$ cat config.mk
export PLATFORM = sky130hd
export DESIGN_NAME = lccr_top
export DESIGN_NICKNAME = d
export VERILOG_FILES = /design/src/lccr_pkg.sv /design/src/lccr_lane.sv /design/src/lccr_sync.sv /design/src/lccr_top.sv
export VERILOG_INCLUDE_DIRS = /design/src
export SDC_FILE = /design/constraint.sdc
export NUM_CORES = 1
export LEC_CHECK = 0
export ABC_CLOCK_PERIOD_IN_PS = 2100
export BUFFER_PORTS_ARGS = -buffer_cell sky130_fd_sc_hd__buf_2
export CAP_MARGIN = 20
export CORE_UTILIZATION = 50
export CTS_CLUSTER_DIAMETER = 150
export DETAILED_ROUTE_END_ITERATION = 7
export PLACE_DENSITY_LB_ADDON = 0.25
export RECOVER_POWER = 25
export SLEW_MARGIN = 0
export SYNTH_ARGS = -nofsm -noshare
export SYNTH_HDL_FRONTEND = slang
export SYNTH_HIERARCHICAL = 1
export SYNTH_SLANG_ARGS = --single-unit
$ cat constraint.sdc
create_clock -name core_clk -period 2.1 [get_ports core_clk]
set_input_delay 0.42 -clock core_clk [delete_from_list [all_inputs] [get_ports core_clk]]
set_output_delay 0.42 -clock core_clk [all_outputs]
set_load 0.01 [all_outputs]
$ cat src/lccr_defs.svh
// offsets, field positions and reset values of the lane C/D config bank
`ifndef LCCR_DEFS_SVH
`define LCCR_DEFS_SVH

// register indices; byte address is four times the index
`define LCCR_IDX_DEV_CTRL 5'h00
`define LCCR_IDX_GLOB_CTRL 5'h10
`define LCCR_IDX_LANE_C 5'h12
`define LCCR_IDX_LANE_D 5'h13
`define LCCR_IDX_PIN_STATE 5'h1f

// lane config fields
`define LCCR_F_CTC 11
`define LCCR_F_MFO_HI 10
`define LCCR_F_MFO_LO 9
`define LCCR_F_LOS 8
`define LCCR_F_CFG_HI 7
`define LCCR_F_CFG_LO 6
`define LCCR_F_EMPH_HI 5
`define LCCR_F_EMPH_LO 4
`define LCCR_F_LOOP 3
`define LCCR_F_PATTERN 2
`define LCCR_F_COMMA 1
`define LCCR_F_PDOWN 0

// device control bits that act on every lane
`define LCCR_F_DEV_LOOP 14
`define LCCR_F_DEV_PDOWN 11

// writable bits and reset values
`define LCCR_LANE_MASK 16'h0fff
`define LCCR_LANE_RST 16'h0102
`define LCCR_GLOB_MASK 16'h0fff
`define LCCR_GLOB_RST 16'h0102
`define LCCR_DEV_MASK 16'h4800
`define LCCR_DEV_RST 16'h0000

// pin state register bits
`define LCCR_P_STRAP_LO 0
`define LCCR_P_STRAP_HI 1
`define LCCR_P_PATTERN 2
`define LCCR_P_ALIGN 3
`define LCCR_P_IO_STD 4

// multifunction output select codes
`define LCCR_MFO_IO_STD 2'h0
`define LCCR_MFO_COMMA 2'h1
`define LCCR_MFO_LOS 2'h2
`define LCCR_MFO_PATTERN 2'h3

`endif

$ cat src/lccr_pkg.sv
// types shared by the lane C/D config bank
package lccr_pkg;

  // bus slave states, one-hot
  typedef enum logic [3:0] {
    LCCR_ST_IDLE = 4'h1,
    LCCR_ST_WR = 4'h2,
    LCCR_ST_RWAIT = 4'h4,
    LCCR_ST_RD = 4'h8
  } lccr_state_t;

endpackage

$ cat src/lccr_lane.sv
// one lane config register and its effective controls
`timescale 1ns/1ps
`include "lccr_defs.svh"
module lccr_lane (
  input wire logic core_clk,
  input wire logic rst_n,
  input wire logic wr_en,
  input wire logic [15:0] wr_data,
  input wire logic [15:0] glob_ctrl,
  input wire logic dev_loop,
  input wire logic dev_pdown,
  input wire logic strap_hi,
  input wire logic strap_lo,
  input wire logic pattern_pin,
  input wire logic align_pin,
  input wire logic io_std,
  input wire logic comma_det,
  input wire logic los_stat,
  input wire logic pattern_ok,
  output logic [15:0] cfg,
  output logic multi_func_out,
  output logic ctc_en,
  output logic los_det_en,
  output logic [1:0] mode_cfg,
  output logic emph_sel_hi,
  output logic emph_sel_lo,
  output logic loopback_en,
  output logic pattern_en,
  output logic comma_align_en,
  output logic power_down
);
  import lccr_pkg::*;

  logic [15:0] next_cfg;
  logic [1:0] mfo_sel;

  // strap-locked bits keep their value while the pin is high
  always_comb begin
    next_cfg = cfg;
    if (wr_en) begin
      next_cfg = wr_data & `LCCR_LANE_MASK;
      if (strap_hi) begin
        next_cfg[`LCCR_F_CFG_HI] = cfg[`LCCR_F_CFG_HI];
      end
      if (strap_lo) begin
        next_cfg[`LCCR_F_CFG_LO] = cfg[`LCCR_F_CFG_LO];
      end
      if (pattern_pin) begin
        next_cfg[`LCCR_F_PATTERN] = cfg[`LCCR_F_PATTERN];
      end
    end
  end

  // stored register
  always_ff @(posedge core_clk or negedge rst_n) begin
    if (!rst_n) begin
      cfg <= `LCCR_LANE_RST;
    end else begin
      cfg <= next_cfg;
    end
  end

  // select merges lane field with the global field
  assign mfo_sel = cfg[`LCCR_F_MFO_HI:`LCCR_F_MFO_LO]
    | glob_ctrl[`LCCR_F_MFO_HI:`LCCR_F_MFO_LO];

  // multifunction pin, registered so the pin never glitches
  always_ff @(posedge core_clk or negedge rst_n) begin
    if (!rst_n) begin
      multi_func_out <= 1'b0;
    end else begin
      case (mfo_sel)
        `LCCR_MFO_IO_STD: multi_func_out <= io_std;
        `LCCR_MFO_COMMA: multi_func_out <= comma_det;
        `LCCR_MFO_LOS: multi_func_out <= los_stat;
        `LCCR_MFO_PATTERN: multi_func_out <= pattern_ok;
        default: multi_func_out <= 1'b0;
      endcase
    end
  end

  // effective controls, combined with global and device bits
  always_ff @(posedge core_clk or negedge rst_n) begin
    if (!rst_n) begin
      ctc_en <= 1'b0;
      los_det_en <= 1'b0;
      mode_cfg <= 2'h0;
      emph_sel_hi <= 1'b0;
      emph_sel_lo <= 1'b0;
      loopback_en <= 1'b0;
      pattern_en <= 1'b0;
      comma_align_en <= 1'b0;
      power_down <= 1'b0;
    end else begin
      ctc_en <= cfg[`LCCR_F_CTC] | glob_ctrl[`LCCR_F_CTC];
      los_det_en <= cfg[`LCCR_F_LOS] & glob_ctrl[`LCCR_F_LOS];
      mode_cfg <= cfg[`LCCR_F_CFG_HI:`LCCR_F_CFG_LO]
        | glob_ctrl[`LCCR_F_CFG_HI:`LCCR_F_CFG_LO];
      emph_sel_hi <= cfg[`LCCR_F_EMPH_HI] | glob_ctrl[`LCCR_F_EMPH_HI];
      emph_sel_lo <= cfg[`LCCR_F_EMPH_LO] | glob_ctrl[`LCCR_F_EMPH_LO];
      loopback_en <= cfg[`LCCR_F_LOOP] | dev_loop;
      pattern_en <= cfg[`LCCR_F_PATTERN]
        | glob_ctrl[`LCCR_F_PATTERN];
      comma_align_en <= cfg[`LCCR_F_COMMA] & align_pin
        & glob_ctrl[`LCCR_F_COMMA];
      power_down <= cfg[`LCCR_F_PDOWN] | dev_pdown;
    end
  end
endmodule

$ cat src/lccr_sync.sv
// two-flop synchroniser for pin inputs
`timescale 1ns/1ps
module lccr_sync #(
  parameter int W = 1
) (
  input wire logic core_clk,
  input wire logic rst_n,
  input wire logic [W-1:0] async_in,
  output logic [W-1:0] sync_out
);
  import lccr_pkg::*;

  logic [W-1:0] meta;

  // first stage feeds only the second
  always_ff @(posedge core_clk or negedge rst_n) begin
    if (!rst_n) begin
      meta <= '0;
      sync_out <= '0;
    end else begin
      meta <= async_in;
      sync_out <= meta;
    end
  end
endmodule

$ cat src/lccr_top.sv
// ahb-lite register bank for the lane C and lane D configuration
//
// Implementation choice: the AHB-Lite slave port.
`timescale 1ns/1ps
`include "lccr_defs.svh"
module lccr_top (
  input wire logic core_clk,
  input wire logic rst_n,
  input wire logic hsel,
  input wire logic [31:0] haddr,
  input wire logic [1:0] htrans,
  input wire logic hwrite,
  input wire logic [2:0] hsize,
  input wire logic [31:0] hwdata,
  input wire logic hready,
  output logic hreadyout,
  output logic [31:0] hrdata,
  output logic hresp,
  input wire logic mode_strap_hi,
  input wire logic mode_strap_lo,
  input wire logic pattern_test_pin,
  input wire logic align_enable_pin,
  input wire logic io_std_hstl,
  input wire logic comma_det_c,
  input wire logic comma_det_d,
  input wire logic signal_lost_c,
  input wire logic signal_lost_d,
  input wire logic pattern_check_ok_c,
  input wire logic pattern_check_ok_d,
  output logic multi_func_out_c,
  output logic ctc_en_c,
  output logic los_det_en_c,
  output logic [1:0] mode_cfg_c,
  output logic emph_sel_hi_c,
  output logic emph_sel_lo_c,
  output logic loopback_en_c,
  output logic pattern_en_c,
  output logic comma_align_en_c,
  output logic power_down_c,
  output logic multi_func_out_d,
  output logic ctc_en_d,
  output logic los_det_en_d,
  output logic [1:0] mode_cfg_d,
  output logic emph_sel_hi_d,
  output logic emph_sel_lo_d,
  output logic loopback_en_d,
  output logic pattern_en_d,
  output logic comma_align_en_d,
  output logic power_down_d
);
  import lccr_pkg::*;

  lccr_state_t state;
  lccr_state_t next_state;
  logic take;
  logic [4:0] addr_idx;
  logic addr_hit;
  logic wr_c;
  logic wr_d;
  logic wr_glob;
  logic wr_dev;
  logic [15:0] glob_ctrl;
  logic [15:0] dev_ctrl;
  logic [15:0] cfg_c;
  logic [15:0] cfg_d;
  logic [4:0] pins_async;
  logic [4:0] pins_q;
  logic [15:0] pin_state;
  logic [15:0] rd_word;
  logic size_word;

  // pins are asynchronous to core_clk
  assign pins_async = {io_std_hstl, align_enable_pin, pattern_test_pin,
                       mode_strap_hi, mode_strap_lo};

  lccr_sync #(
    .W(5)
  ) u_pin_sync (
    .core_clk(core_clk),
    .rst_n(rst_n),
    .async_in(pins_async),
    .sync_out(pins_q)
  );

  // read-only view of the synchronised pins
  always_comb begin
    pin_state = 16'h0000;
    pin_state[`LCCR_P_STRAP_LO] = pins_q[`LCCR_P_STRAP_LO];
    pin_state[`LCCR_P_STRAP_HI] = pins_q[`LCCR_P_STRAP_HI];
    pin_state[`LCCR_P_PATTERN] = pins_q[`LCCR_P_PATTERN];
    pin_state[`LCCR_P_ALIGN] = pins_q[`LCCR_P_ALIGN];
    pin_state[`LCCR_P_IO_STD] = pins_q[`LCCR_P_IO_STD];
  end

  // a transfer is taken on a selected nonseq/seq address phase
  assign take = hsel & hready & htrans[1];
  // narrower sizes still land on the whole word
  assign size_word = (hsize == 3'h2);

  // address phase capture
  always_ff @(posedge core_clk or negedge rst_n) begin
    if (!rst_n) begin
      addr_idx <= 5'h00;
      addr_hit <= 1'b0;
    end else if (take) begin
      addr_idx <= haddr[6:2];
      addr_hit <= (haddr[31:7] == 25'h0) & (haddr[1:0] == 2'h0);
    end
  end

  // slave sequencer: reads take one wait state so that a read right
  // behind a write always sees the written value
  always_comb begin
    next_state = state;
    case (state)
      LCCR_ST_IDLE, LCCR_ST_WR, LCCR_ST_RD: begin
        if (take && hwrite) begin
          next_state = LCCR_ST_WR;
        end else if (take) begin
          next_state = LCCR_ST_RWAIT;
        end else begin
          next_state = LCCR_ST_IDLE;
        end
      end
      LCCR_ST_RWAIT: begin
        next_state = LCCR_ST_RD;
      end
      default: begin
        next_state = LCCR_ST_IDLE;
      end
    endcase
  end

  always_ff @(posedge core_clk or negedge rst_n) begin
    if (!rst_n) begin
      state <= LCCR_ST_IDLE;
    end else begin
      state <= next_state;
    end
  end

  // ready drops only for the read wait state
  always_ff @(posedge core_clk or negedge rst_n) begin
    if (!rst_n) begin
      hreadyout <= 1'b1;
    end else begin
      hreadyout <= (next_state != LCCR_ST_RWAIT);
    end
  end

  // response is always okay
  always_ff @(posedge core_clk or negedge rst_n) begin
    if (!rst_n) begin
      hresp <= 1'b0;
    end else begin
      hresp <= 1'b0;
    end
  end

  // write strobes in the write data phase; unmapped writes vanish
  assign wr_c = (state == LCCR_ST_WR) & addr_hit
    & (addr_idx == `LCCR_IDX_LANE_C);
  assign wr_d = (state == LCCR_ST_WR) & addr_hit
    & (addr_idx == `LCCR_IDX_LANE_D);
  assign wr_glob = (state == LCCR_ST_WR) & addr_hit
    & (addr_idx == `LCCR_IDX_GLOB_CTRL);
  assign wr_dev = (state == LCCR_ST_WR) & addr_hit
    & (addr_idx == `LCCR_IDX_DEV_CTRL);

  // global lane control, shared by both lanes
  always_ff @(posedge core_clk or negedge rst_n) begin
    if (!rst_n) begin
      glob_ctrl <= `LCCR_GLOB_RST;
    end else if (wr_glob) begin
      glob_ctrl <= hwdata[15:0] & `LCCR_GLOB_MASK;
    end
  end

  // device control: only loopback and power-down bits live here
  always_ff @(posedge core_clk or negedge rst_n) begin
    if (!rst_n) begin
      dev_ctrl <= `LCCR_DEV_RST;
    end else if (wr_dev) begin
      dev_ctrl <= hwdata[15:0] & `LCCR_DEV_MASK;
    end
  end

  // read mux; unmapped addresses read as zero
  always_comb begin
    rd_word = 16'h0000;
    if (addr_hit) begin
      case (addr_idx)
        `LCCR_IDX_DEV_CTRL: rd_word = dev_ctrl;
        `LCCR_IDX_GLOB_CTRL: rd_word = glob_ctrl;
        `LCCR_IDX_LANE_C: rd_word = cfg_c;
        `LCCR_IDX_LANE_D: rd_word = cfg_d;
        `LCCR_IDX_PIN_STATE: rd_word = pin_state;
        default: rd_word = 16'h0000;
      endcase
    end
  end

  // read data captured at the end of the wait state
  always_ff @(posedge core_clk or negedge rst_n) begin
    if (!rst_n) begin
      hrdata <= 32'h00000000;
    end else if (state == LCCR_ST_RWAIT) begin
      hrdata <= {16'h0000, rd_word};
    end
  end

  // lane C: its config bits 10:9, ORed with global bits 10:9, feed its output select
  lccr_lane u_lane_c (
    .core_clk(core_clk),
    .rst_n(rst_n),
    .wr_en(wr_c),
    .wr_data(hwdata[15:0]),
    .glob_ctrl(glob_ctrl),
    .dev_loop(dev_ctrl[`LCCR_F_DEV_LOOP]),
    .dev_pdown(dev_ctrl[`LCCR_F_DEV_PDOWN]),
    .strap_hi(pins_q[`LCCR_P_STRAP_HI]),
    .strap_lo(pins_q[`LCCR_P_STRAP_LO]),
    .pattern_pin(pins_q[`LCCR_P_PATTERN]),
    .align_pin(pins_q[`LCCR_P_ALIGN]),
    .io_std(pins_q[`LCCR_P_IO_STD]),
    .comma_det(comma_det_c),
    .los_stat(signal_lost_c),
    .pattern_ok(pattern_check_ok_c),
    .cfg(cfg_c),
    .multi_func_out(multi_func_out_c),
    .ctc_en(ctc_en_c),
    .los_det_en(los_det_en_c),
    .mode_cfg(mode_cfg_c),
    .emph_sel_hi(emph_sel_hi_c),
    .emph_sel_lo(emph_sel_lo_c),
    .loopback_en(loopback_en_c),
    .pattern_en(pattern_en_c),
    .comma_align_en(comma_align_en_c),
    .power_down(power_down_c)
  );

  // lane D: its config bits 10:9, ORed with global bits 10:9, feed its output select
  lccr_lane u_lane_d (
    .core_clk(core_clk),
    .rst_n(rst_n),
    .wr_en(wr_d),
    .wr_data(hwdata[15:0]),
    .glob_ctrl(glob_ctrl),
    .dev_loop(dev_ctrl[`LCCR_F_DEV_LOOP]),
    .dev_pdown(dev_ctrl[`LCCR_F_DEV_PDOWN]),
    .strap_hi(pins_q[`LCCR_P_STRAP_HI]),
    .strap_lo(pins_q[`LCCR_P_STRAP_LO]),
    .pattern_pin(pins_q[`LCCR_P_PATTERN]),
    .align_pin(pins_q[`LCCR_P_ALIGN]),
    .io_std(pins_q[`LCCR_P_IO_STD]),
    .comma_det(comma_det_d),
    .los_stat(signal_lost_d),
    .pattern_ok(pattern_check_ok_d),
    .cfg(cfg_d),
    .multi_func_out(multi_func_out_d),
    .ctc_en(ctc_en_d),
    .los_det_en(los_det_en_d),
    .mode_cfg(mode_cfg_d),
    .emph_sel_hi(emph_sel_hi_d),
    .emph_sel_lo(emph_sel_lo_d),
    .loopback_en(loopback_en_d),
    .pattern_en(pattern_en_d),
    .comma_align_en(comma_align_en_d),
    .power_down(power_down_d)
  );
endmodule

# Word level (Yosys, flattened, before mapping)
# Index checks and enable logic that the tools add are counted.
[classes]
n_eq_ne = 15
muxes = 7
bitwise = 33
n_reduce_logical = 13
[ops]
columns = ["op", "count"]
rows = [
  ["$pmux W15 S5", 1],
  ["$logic_not A25 Y1", 1],
  ["$eq A5 B5 Y1 const B", 4],
  ["$mux W15", 1],
  ["$and A1 B1 Y1", 14],
  ["$or A1 B1 Y1", 12],
  ["$reduce_and A2 Y1", 6],
  ["$eq A2 B2 Y1 const B", 4],
  ["$or A2 B2 Y2", 4],
  ["$pmux W1 S4", 2],
  ["$pmux W4 S2", 1],
  ["$logic_not A2 Y1", 3],
  ["$logic_not A5 Y1", 1],
  ["$eq A2 B1 Y1 const B", 2],
  ["$eq A4 B1 Y1 const B", 1],
  ["$eq A4 B2 Y1 const B", 1],
  ["$eq A4 B3 Y1 const B", 1],
  ["$eq A4 B4 Y1 const B", 1],
  ["$mux W4", 1],
  ["$ne A4 B3 Y1 const B", 1],
  ["$mux W3", 1],
  ["$not A1 Y1", 3],
  ["$reduce_or A3 Y1", 1],
  ["$logic_and A1 B1 Y1", 1],
]
[totals]
regBits = 97
inputBits = 85
out_inout_bits = 56
elab_cells = 105

# Depth between registers and ports, before layout
# Gate-level depths: netlist of the first run.
[logic_depth]
ltp_word = 6
mapped_depth = 7
depth_no_buf = 6

# Modules after synthesis
# Netlist of the first run, hierarchy kept.
[modules_own_cells]
columns = ["mod", "instances", "cells_per_inst", "area_each_um2", "seq_area_each_um2"]
rows = [
  ["lccr_top", 1, 205, 2202.1, 1031.0],
  ["lccr_lane", 2, 57, 880.8, 578.1],
  ["lccr_sync", 1, 10, 250.2, 250.2],
]

# Least setup slack after synthesis of the first run
# OpenSTA, ideal clock, no wires.
[synth_timing]
kind = "register to register"
start = "register addr_idx[0]"
end = "register u_lane_d.cfg[2]"
setup_ps = 125
arrival_ps = 1568
path_slack_ps = 407
stages_incl_launch_ff = 7
path_buffers = 3
path_cell_list = "dfrtp_1 > buf_2 > buf_4 > and3_1 > buf_6 > nor2b_4 > mux2_4"
[synth_via]
elab_chain_cells = 3
[synth_lines]
columns = ["element", "line", "text"]
rows = [
  ["start, declared", "lccr_top.sv:56", "logic [4:0] addr_idx;"],
  ["start signal, assigned", "lccr_top.sv:106", "addr_idx <= haddr[6:2];"],
  ["$eq A5 B5 Y1", "n/a", ""],
  ["$and A1 B1 Y1", "lccr_top.sv:163", "assign wr_d = (state == LCCR_ST_WR) & addr_hit"],
  ["net wr_d", "lccr_top.sv:59", "logic wr_d;"],
  ["$reduce_and A2 Y1 (no source line)", "n/a", ""],
  ["end signal, assigned", "lccr_lane.sv:57", "cfg <= `LCCR_LANE_RST;"],
  ["end signal, assigned", "lccr_lane.sv:59", "cfg <= next_cfg;"],
  ["end, declared", "lccr_lane.sv:20", "output logic [15:0] cfg,"],
]
# The timed path passes the listed nets, and every way through them passes these cells.
# A chain may end at the register's enable or synchronous reset.

# Worst setup path in the final report of the first run
[layout_timing]
start = "register state[3]"
end = "register u_lane_d.cfg[0]"
[layout_via]
elab_chain_cells = 3
[layout_lines]
columns = ["element", "line", "text"]
rows = [
  ["start, declared", "lccr_top.sv:53", "lccr_state_t state;"],
  ["start signal, assigned", "lccr_top.sv:138", "state <= next_state;"],
  ["$eq A4 B2 Y1", "lccr_top.sv:163", ""],
  ["$and A1 B1 Y1 (2 in a row)", "lccr_top.sv:163", ""],
  ["net wr_d", "lccr_top.sv:59", ""],
]
# The timed path passes the listed nets, and every way through them passes these cells.

==> results.json, run 1 <==
{
  "grt_setup_unrepaired": "false",
  "dieArea_mm2": 0.008799,
  "start_kind": "register",
  "cts-resized-gates": 0,
  "cts.sink_count": 97,
  "antenna-diode-count": 0,
  "syn_inst": 329,
  "area_delta_synth_final_pct": 20.01,
  "power.share.clock_pct": 36.2,
  "drt_pass1_iterations": 4,
  "dp_hpwl_mm": 5.999,
  "total_leakage_power_nw": 2.551,
  "dr_total_vias": 2816,
  "initial_antenna_violation_count": 0,
  "core_mm2": 0.008175,
  "synth_async_sr_flop_share_pct": 100.0,
  "rows": 33,
  "worst_setup_path_startpoint": "state[3]",
  "design.portCount": 141,
  "worst_setup_path_end_kind": "register",
  "met1Wirelength_mm": 3.621,
  "maximum_operating_frequency_ghz": 0.5288,
  "start_point_of_the_worst_hold_path": "pattern_test_pin",
  "gpl.final_weighted_congestion": 0.7674,
  "p_comb_share_pct": 10.1,
  "wl_mm": 8.410,
  "port_buffers": 100,
  "slew_viol_final": 0,
  "ys_dominant_reg_cell": "sky130_fd_sc_hd__dfrtp_1",
  "synth_simple_gate_area_share_pct": 12.20,
  "final_total_negative_setup_slack_ns": 0,
  "worst-slew-pin-transition_ns": 0.6524,
  "share_of_cells_above_drive_strength_1_pct": 45.78,
  "critical_path_arrival_ns": 2.13,
  "topRoutingLayerUsed": "met4",
  "die_height_um": 93.81,
  "post_synth_fa_ha_maj_area_fraction_pct": 0,
  "synth_xor_xnor_area_share_pct": 0.2078,
  "avgSynthCellArea_um2": 12.81,
  "worst_path_dominant_cell_family": "simple AND/OR/NAND/NOR gates",
  "drt_drc_violations_left": 0,
  "hold_path.class": "in2reg",
  "drv_cap": 0,
  "synth_top_family_by_area": "multiplexers",
  "total_switching_power_mw": 0.8795,
  "final.fill_count": 672,
  "ff_latch_count_synth": 97,
  "seqCellArea_mm2": 0.002437,
  "netlist_area_mm2": 0.004214,
  "post-place-ws_ns": 0.2612,
  "global_route.overflow_total": 0,
  "maxSlewHeadroom_pct": 56.50,
  "die_x_um": 93.81,
  "met3_layer_wire_length_in_the_routed_design_um": 538,
  "wl_met2_mm": 4.196,
  "synth_enable_flop_cells": 0,
  "most_frequent_cells_in_the_layout": "98 x sky130_fd_sc_hd__buf_2, 89 x sky130_fd_sc_hd__dfrtp_1, 34 x sky130_fd_sc_hd__mux2_2",
  "critical_path_buf_inv_count": 1,
  "power.sequential.fraction_pct": 53.7,
  "critical_path.slowest_cell": "sky130_fd_sc_hd__dfrtp_1",
  "crit_path_cell_trace": "nor2_1, and4b_1, and3_1, buf_4, mux2_2",
  "worst_path_max_stage_delay_ns": 0.44,
  "avgRoutedWirePerCell_um": 15.15,
  "min_period_ns": 1.891,
  "synth_compound_area_share_pct": 5.404,
  "clk_slew_on_worst_s_h_paths_ns": 0.09,
  "final.period_utilization_pct": 90.06,
  "postCtsSetupBuffers": 0,
  "reg_to_reg_start": "state[3]",
  "layout.cells.most_common": "sky130_fd_sc_hd__buf_2",
  "run_status": "finished, final reports clean",
  "cts-buffers-inserted": 9,
  "clock-root-buffer": "sky130_fd_sc_hd__clkbuf_8",
  "final_critical_path_setup_slack_ns": 0.2088,
  "wire_length_of_the_first_global_routing_pass_mm": 13.76,
  "synth-seq-area-share_pct": 57.84,
  "final.setup_skew_ns": 0.008686,
  "detail_route.vias_per_cell": 5.074,
  "setup-violations-final": 0,
  "drt_iter0_markers": 106,
  "clock_insertion_delay_worst_skew_ns": 0.35,
  "muxShareOfSynthArea_pct": 17.81,
  "fin_total_pwr_mw": 3.730,
  "maximum_count_of_clock_buffers_along_a_single_path": 2,
  "multi_input_comb_area_mm2": 0.001603,
  "criticalPathCategory": "reg2reg",
  "cts_max_level": 3,
  "cts_tree": "built",
  "power_density_mw_per_mm2": 737.5,
  "layout.nets": 530,
  "grt_start_max_net_pins": 41,
  "ys_warn_count": 6,
  "grt_pass1_vias": 2844,
  "initial_core_util_pct": 51.55,
  "p_int_mw": 2.850,
  "switching_share_pct": 23.58,
  "yosysUniqueCellTypes": 43,
  "track_usage_pct": 20.90,
  "power.ir.vdd_worst_mv": 0.4027,
  "timing.critical_path.fanout_max": 7,
  "detail-route-antenna-nets": 0,
  "timing_hold_violations_final": 0,
  "worst_ep_required_time_ns": 2.34
}
metal layers:
metal  vias up  global-route usage [%]
met3         5                   6.634
met4         0                   4.231
met5         -                       0
li1       1329                       -
met2       103                   34.25
met1      1379                   27.32
cells by family (layout without fill, tap and decap cells):
family | count (synthesis) | in the layout
and+or+nand+nor | 94 | 94
muxes | 62 | 62
xor gates and xnor gates | 1 | 1
DFF | 97 | 97
buffers and inverters | 37 | 136
other | 3 | 25
AOI/OAI and AO/OA | 35 | 35
worst paths after layout:
path / to / slack, ns / cells after the start
max: u_lane_d/cfg[0] / 0.21 / 5
min: u_pin_sync/meta[2] / 0.17 / 1
max reg2reg: u_lane_d/cfg[0] / 0.21 / 5
min reg2reg: u_pin_sync/sync_out[0] / 0.35 / 0
max in group asynchronous: u_lane_c/cfg[8] / 0.72 / 3
min in group asynchronous: u_lane_c/multi_func_out / 0.62 / 2
power groups by stage:
stage                     Combinational [mW]  Sequential (mW)  Clock, mW
after CTS                              0.384             2.00       1.38
after floorplan                        0.213             2.04          0
after global placement                 0.374             2.04          0
after detailed placement               0.380             2.04          0
after global routing                   0.419             2.01       1.48
final                                  0.376             2.00       1.35
cell type report:
cell class / count / area share, %
repair buffers: 118 / 12.84
clock inverters: 5 / 1.534
multi-input cells: 217 / 31.69
inverters: 2 / 0.1484
flip-flops and latches: 97 / 48.19
clock buffers: 11 / 2.994
well taps: 105 / 2.598
Yosys cell counts (6+ instances only):
cell                      count  area [um2]
sky130_fd_sc_hd__a21oi_1      8       40.04
sky130_fd_sc_hd__buf_4       26       195.2
sky130_fd_sc_hd__dfrtp_1     89        2227
sky130_fd_sc_hd__dfstp_2      8       210.2
sky130_fd_sc_hd__mux2_2      34       382.9
sky130_fd_sc_hd__mux2_4      12       180.2
sky130_fd_sc_hd__mux2i_1     12       120.1
sky130_fd_sc_hd__nand2_1     25       93.84
sky130_fd_sc_hd__nor2_1      19       71.32
sky130_fd_sc_hd__nor4_1       6       37.54
sky130_fd_sc_hd__o21ai_0     12       60.06
sky130_fd_sc_hd__or2_2       16       100.1
per-stage QoR:
stage | cells | util, % | hold WS [ns] | instance area [um2]
finish | 555 | 61.86 | 0.1656 | 5057
global route | 555 | 61.86 | 0.1324 | 5057
CTS | 555 | 61.91 | 0.1501 | 5061
detailed placement | 538 | 58.98 | 0.3355 | 4822
global placement | 538 | 58.98 | 0.3318 | 4822
floorplan | 351 | - | 0.1244 | 4297
sequential cells by signal (all words and copies together), names as in the netlist, 2 cells and up:
register / count
addr_idx: 5
dev_ctrl: 2
glob_ctrl: 12
hrdata: 16
state: 4
u_lane_c/cfg: 12
u_lane_c/mode_cfg: 2
u_lane_d/cfg: 12
u_lane_d/mode_cfg: 2
u_pin_sync/meta: 5
u_pin_sync/sync_out: 5
repair_timing:
item / 4_1_cts / 5_1_grt
endpoints found under the hold margin: 21 / 0
hold buffers: 1 / 0
setup endpoints to repair: 0 / 0
(Power assumes the default switching activity.)
==> inputs of run 2 (changes only) <==
==> constraint.sdc (replaced) <==
create_clock -name core_clk -period 2.1 [get_ports core_clk]
set_input_delay 0 -clock core_clk [delete_from_list [all_inputs] [get_ports core_clk]]
set_output_delay 0 -clock core_clk [all_outputs]
set_load 0.01 [all_outputs]
==> results.json, run 2 (synthesized netlist as in run 1, its figures left out) <==
{
  "clock-root-buffer": "sky130_fd_sc_hd__clkbuf_8",
  "clock_insertion_delay_worst_skew_ns": 0.37,
  "avgRoutedWirePerCell_um": 15.04,
  "final_total_negative_setup_slack_ns": 0,
  "cts-buffers-inserted": 9,
  "final_cell_area_mm2": 0.005391,
  "core_mm2": 0.008175,
  "largest_register_ffs": 16,
  "final.setup_skew_ns": 0.008044,
  "global_route.overflow_total": 0,
  "drv_cap": 0,
  "timing_hold_violations_final": 0,
  "crit-reg2reg-capture": "hrdata[2]",
  "rows": 33,
  "grt_start_max_net_pins": 51,
  "hold_path.class": "in2reg",
  "clk_slew_on_worst_s_h_paths_ns": 0.09,
  "drt_iter0_markers": 101,
  "dp_hpwl_mm": 6.086,
  "final.period_utilization_pct": 94.15,
  "grt_pass1_vias": 3012,
  "antenna-diode-count": 0,
  "timing.reg2reg.worst_path_depth": 4,
  "criticalPathCategory": "in2reg",
  "cts_tree": "built",
  "placed_cells_incl_taps": 537,
  "slew_viol_final": 0,
  "drt_drc_violations_left": 0,
  "reg_to_reg_start": "addr_idx[4]",
  "worst-slew-pin-transition_ns": 1.189,
  "placed_cell_areas_mm2": 0.004802,
  "end_point_of_the_critical_path": "addr_hit",
  "cts.sink_count": 97,
  "finalHoldWorstSlack_ns": 0.2133,
  "holdPathStages": 3,
  "track_usage_pct": 21.47,
  "regMostFlops": "hrdata",
  "gpl.final_weighted_congestion": 0.7740,
  "die_height_um": 93.81,
  "critical_path_arrival_ns": 2.25,
  "min_period_ns": 1.977,
  "detail_route.vias_per_cell": 5.036,
  "dr_total_vias": 2961,
  "start_kind": "input port",
  "worst_setup_path_end_kind": "register",
  "power_density_mw_per_mm2": 719.6,
  "maxSlewHeadroom_pct": 20.76,
  "detail-route-antenna-nets": 0,
  "most_frequent_cells_in_the_layout": "98 x sky130_fd_sc_hd__buf_2, 89 x sky130_fd_sc_hd__dfrtp_1, 35 x sky130_fd_sc_hd__dlygate4sd3_1",
  "cts-resized-gates": 0,
  "worst_setup_path_startpoint": "haddr[12]",
  "grt_setup_unrepaired": "false",
  "timing.critical_path.fanout_max": 1,
  "wire_length_of_the_first_global_routing_pass_mm": 14.34,
  "dieArea_mm2": 0.008799,
  "area_delta_synth_final_pct": 27.94,
  "run_status": "finished, final reports clean",
  "design.portCount": 141,
  "maximum_count_of_clock_buffers_along_a_single_path": 2,
  "layout.cells.most_common": "sky130_fd_sc_hd__buf_2",
  "die_x_um": 93.81,
  "initial_core_util_pct": 51.55,
  "finalNonFillerCells": 588,
  "port_buffers": 100,
  "cts_max_level": 3,
  "total_leakage_power_nw": 2.688,
  "wl_mm": 8.842,
  "maximum_operating_frequency_ghz": 0.5058,
  "reg2reg_setup_slack_ns": 0.16,
  "power.ir.vdd_worst_mv": 0.4769,
  "worst_ep_required_time_ns": 2.37,
  "initial_antenna_violation_count": 0,
  "drt_pass1_iterations": 6,
  "setup-violations-final": 0,
  "postLayoutCoreUtil_pct": 65.95,
  "share_of_cells_above_drive_strength_1_pct": 42.65,
  "layout.nets": 563
}
-- run 2: cell types whose count changed in the layout (fill, tap and decap cells not counted), sizes merged --
cell and change:
dlygate4sd3 +34, buf -1, bufinv +1, clkbuf -1
clkinv -1, inv +1
-- run 2: stage by stage --
step / total power, mW / setup slack [ns]
2_1_floorplan: 2.256 / 0.4070
3_3_place_gp: 2.407 / 0.2024
3_5_place_dp: 2.419 / 0.1077
4_1_cts: 3.904 / 0.1303
5_1_grt: 4.041 / 0.009604
6_report: 3.880 / 0.1228
-- run 2: what timing repair did --
action                                  4_1_cts  5_1_grt
endpoints found under the setup margin        0        0
buffers inserted                              0        0
hold endpoints to repair                     98        0
hold buffers                                 35        0
-- run 2: worst min-delay path by stage --
stage / end / slack (ns) / startpoint
after floorplan: addr_hit / -0.30 / rst_n
after global placement: u_lane_d/multi_func_out / 0.05 / rst_n
after detailed placement: u_lane_d/multi_func_out / 0.06 / rst_n
after CTS: addr_hit / 0.18 / hready
after global routing: addr_hit / 0.25 / hready
final: addr_hit / 0.21 / hready
-- run 2: critical path, cell delays in order --
cell and delay [ns]:
sky130_fd_sc_hd__dlygate4sd3_1 0.53, sky130_fd_sc_hd__buf_2 0.12, sky130_fd_sc_hd__nor4_1 0.15, sky130_fd_sc_hd__dlygate4sd3_1 0.58
sky130_fd_sc_hd__nand4_1 0.07, sky130_fd_sc_hd__dlygate4sd3_1 0.57, sky130_fd_sc_hd__o31ai_1 0.24
-- run 2: cell type report --
class | instances | area (um2)
inverters | 2 | 7.507
repair buffers | 151 | 969.7
clock buffers | 10 | 127.6
flip-flops and latches | 97 | 2437
clock inverters | 6 | 115.1
well taps | 105 | 131.4
fillers | 636 | 2784
multi-input cells | 217 | 1603
-- run 2: per-layer routing --
| metal | global-route usage (%) | part of all wire, % |
|---|---|---|
| met5 | 0 | 0 |
| met4 | 7.051 | 1.9 |
| met3 | 4.207 | 5.5 |
| met2 | 35.16 | 50 |
| met1 | 28.69 | 43 |
-- run 2: power by group --
group	switching [mW]	internal, mW	leakage, nW
clock network	0.653	0.798	0.117
registers	0.0655	1.94	1.22
logic	0.207	0.215	1.35
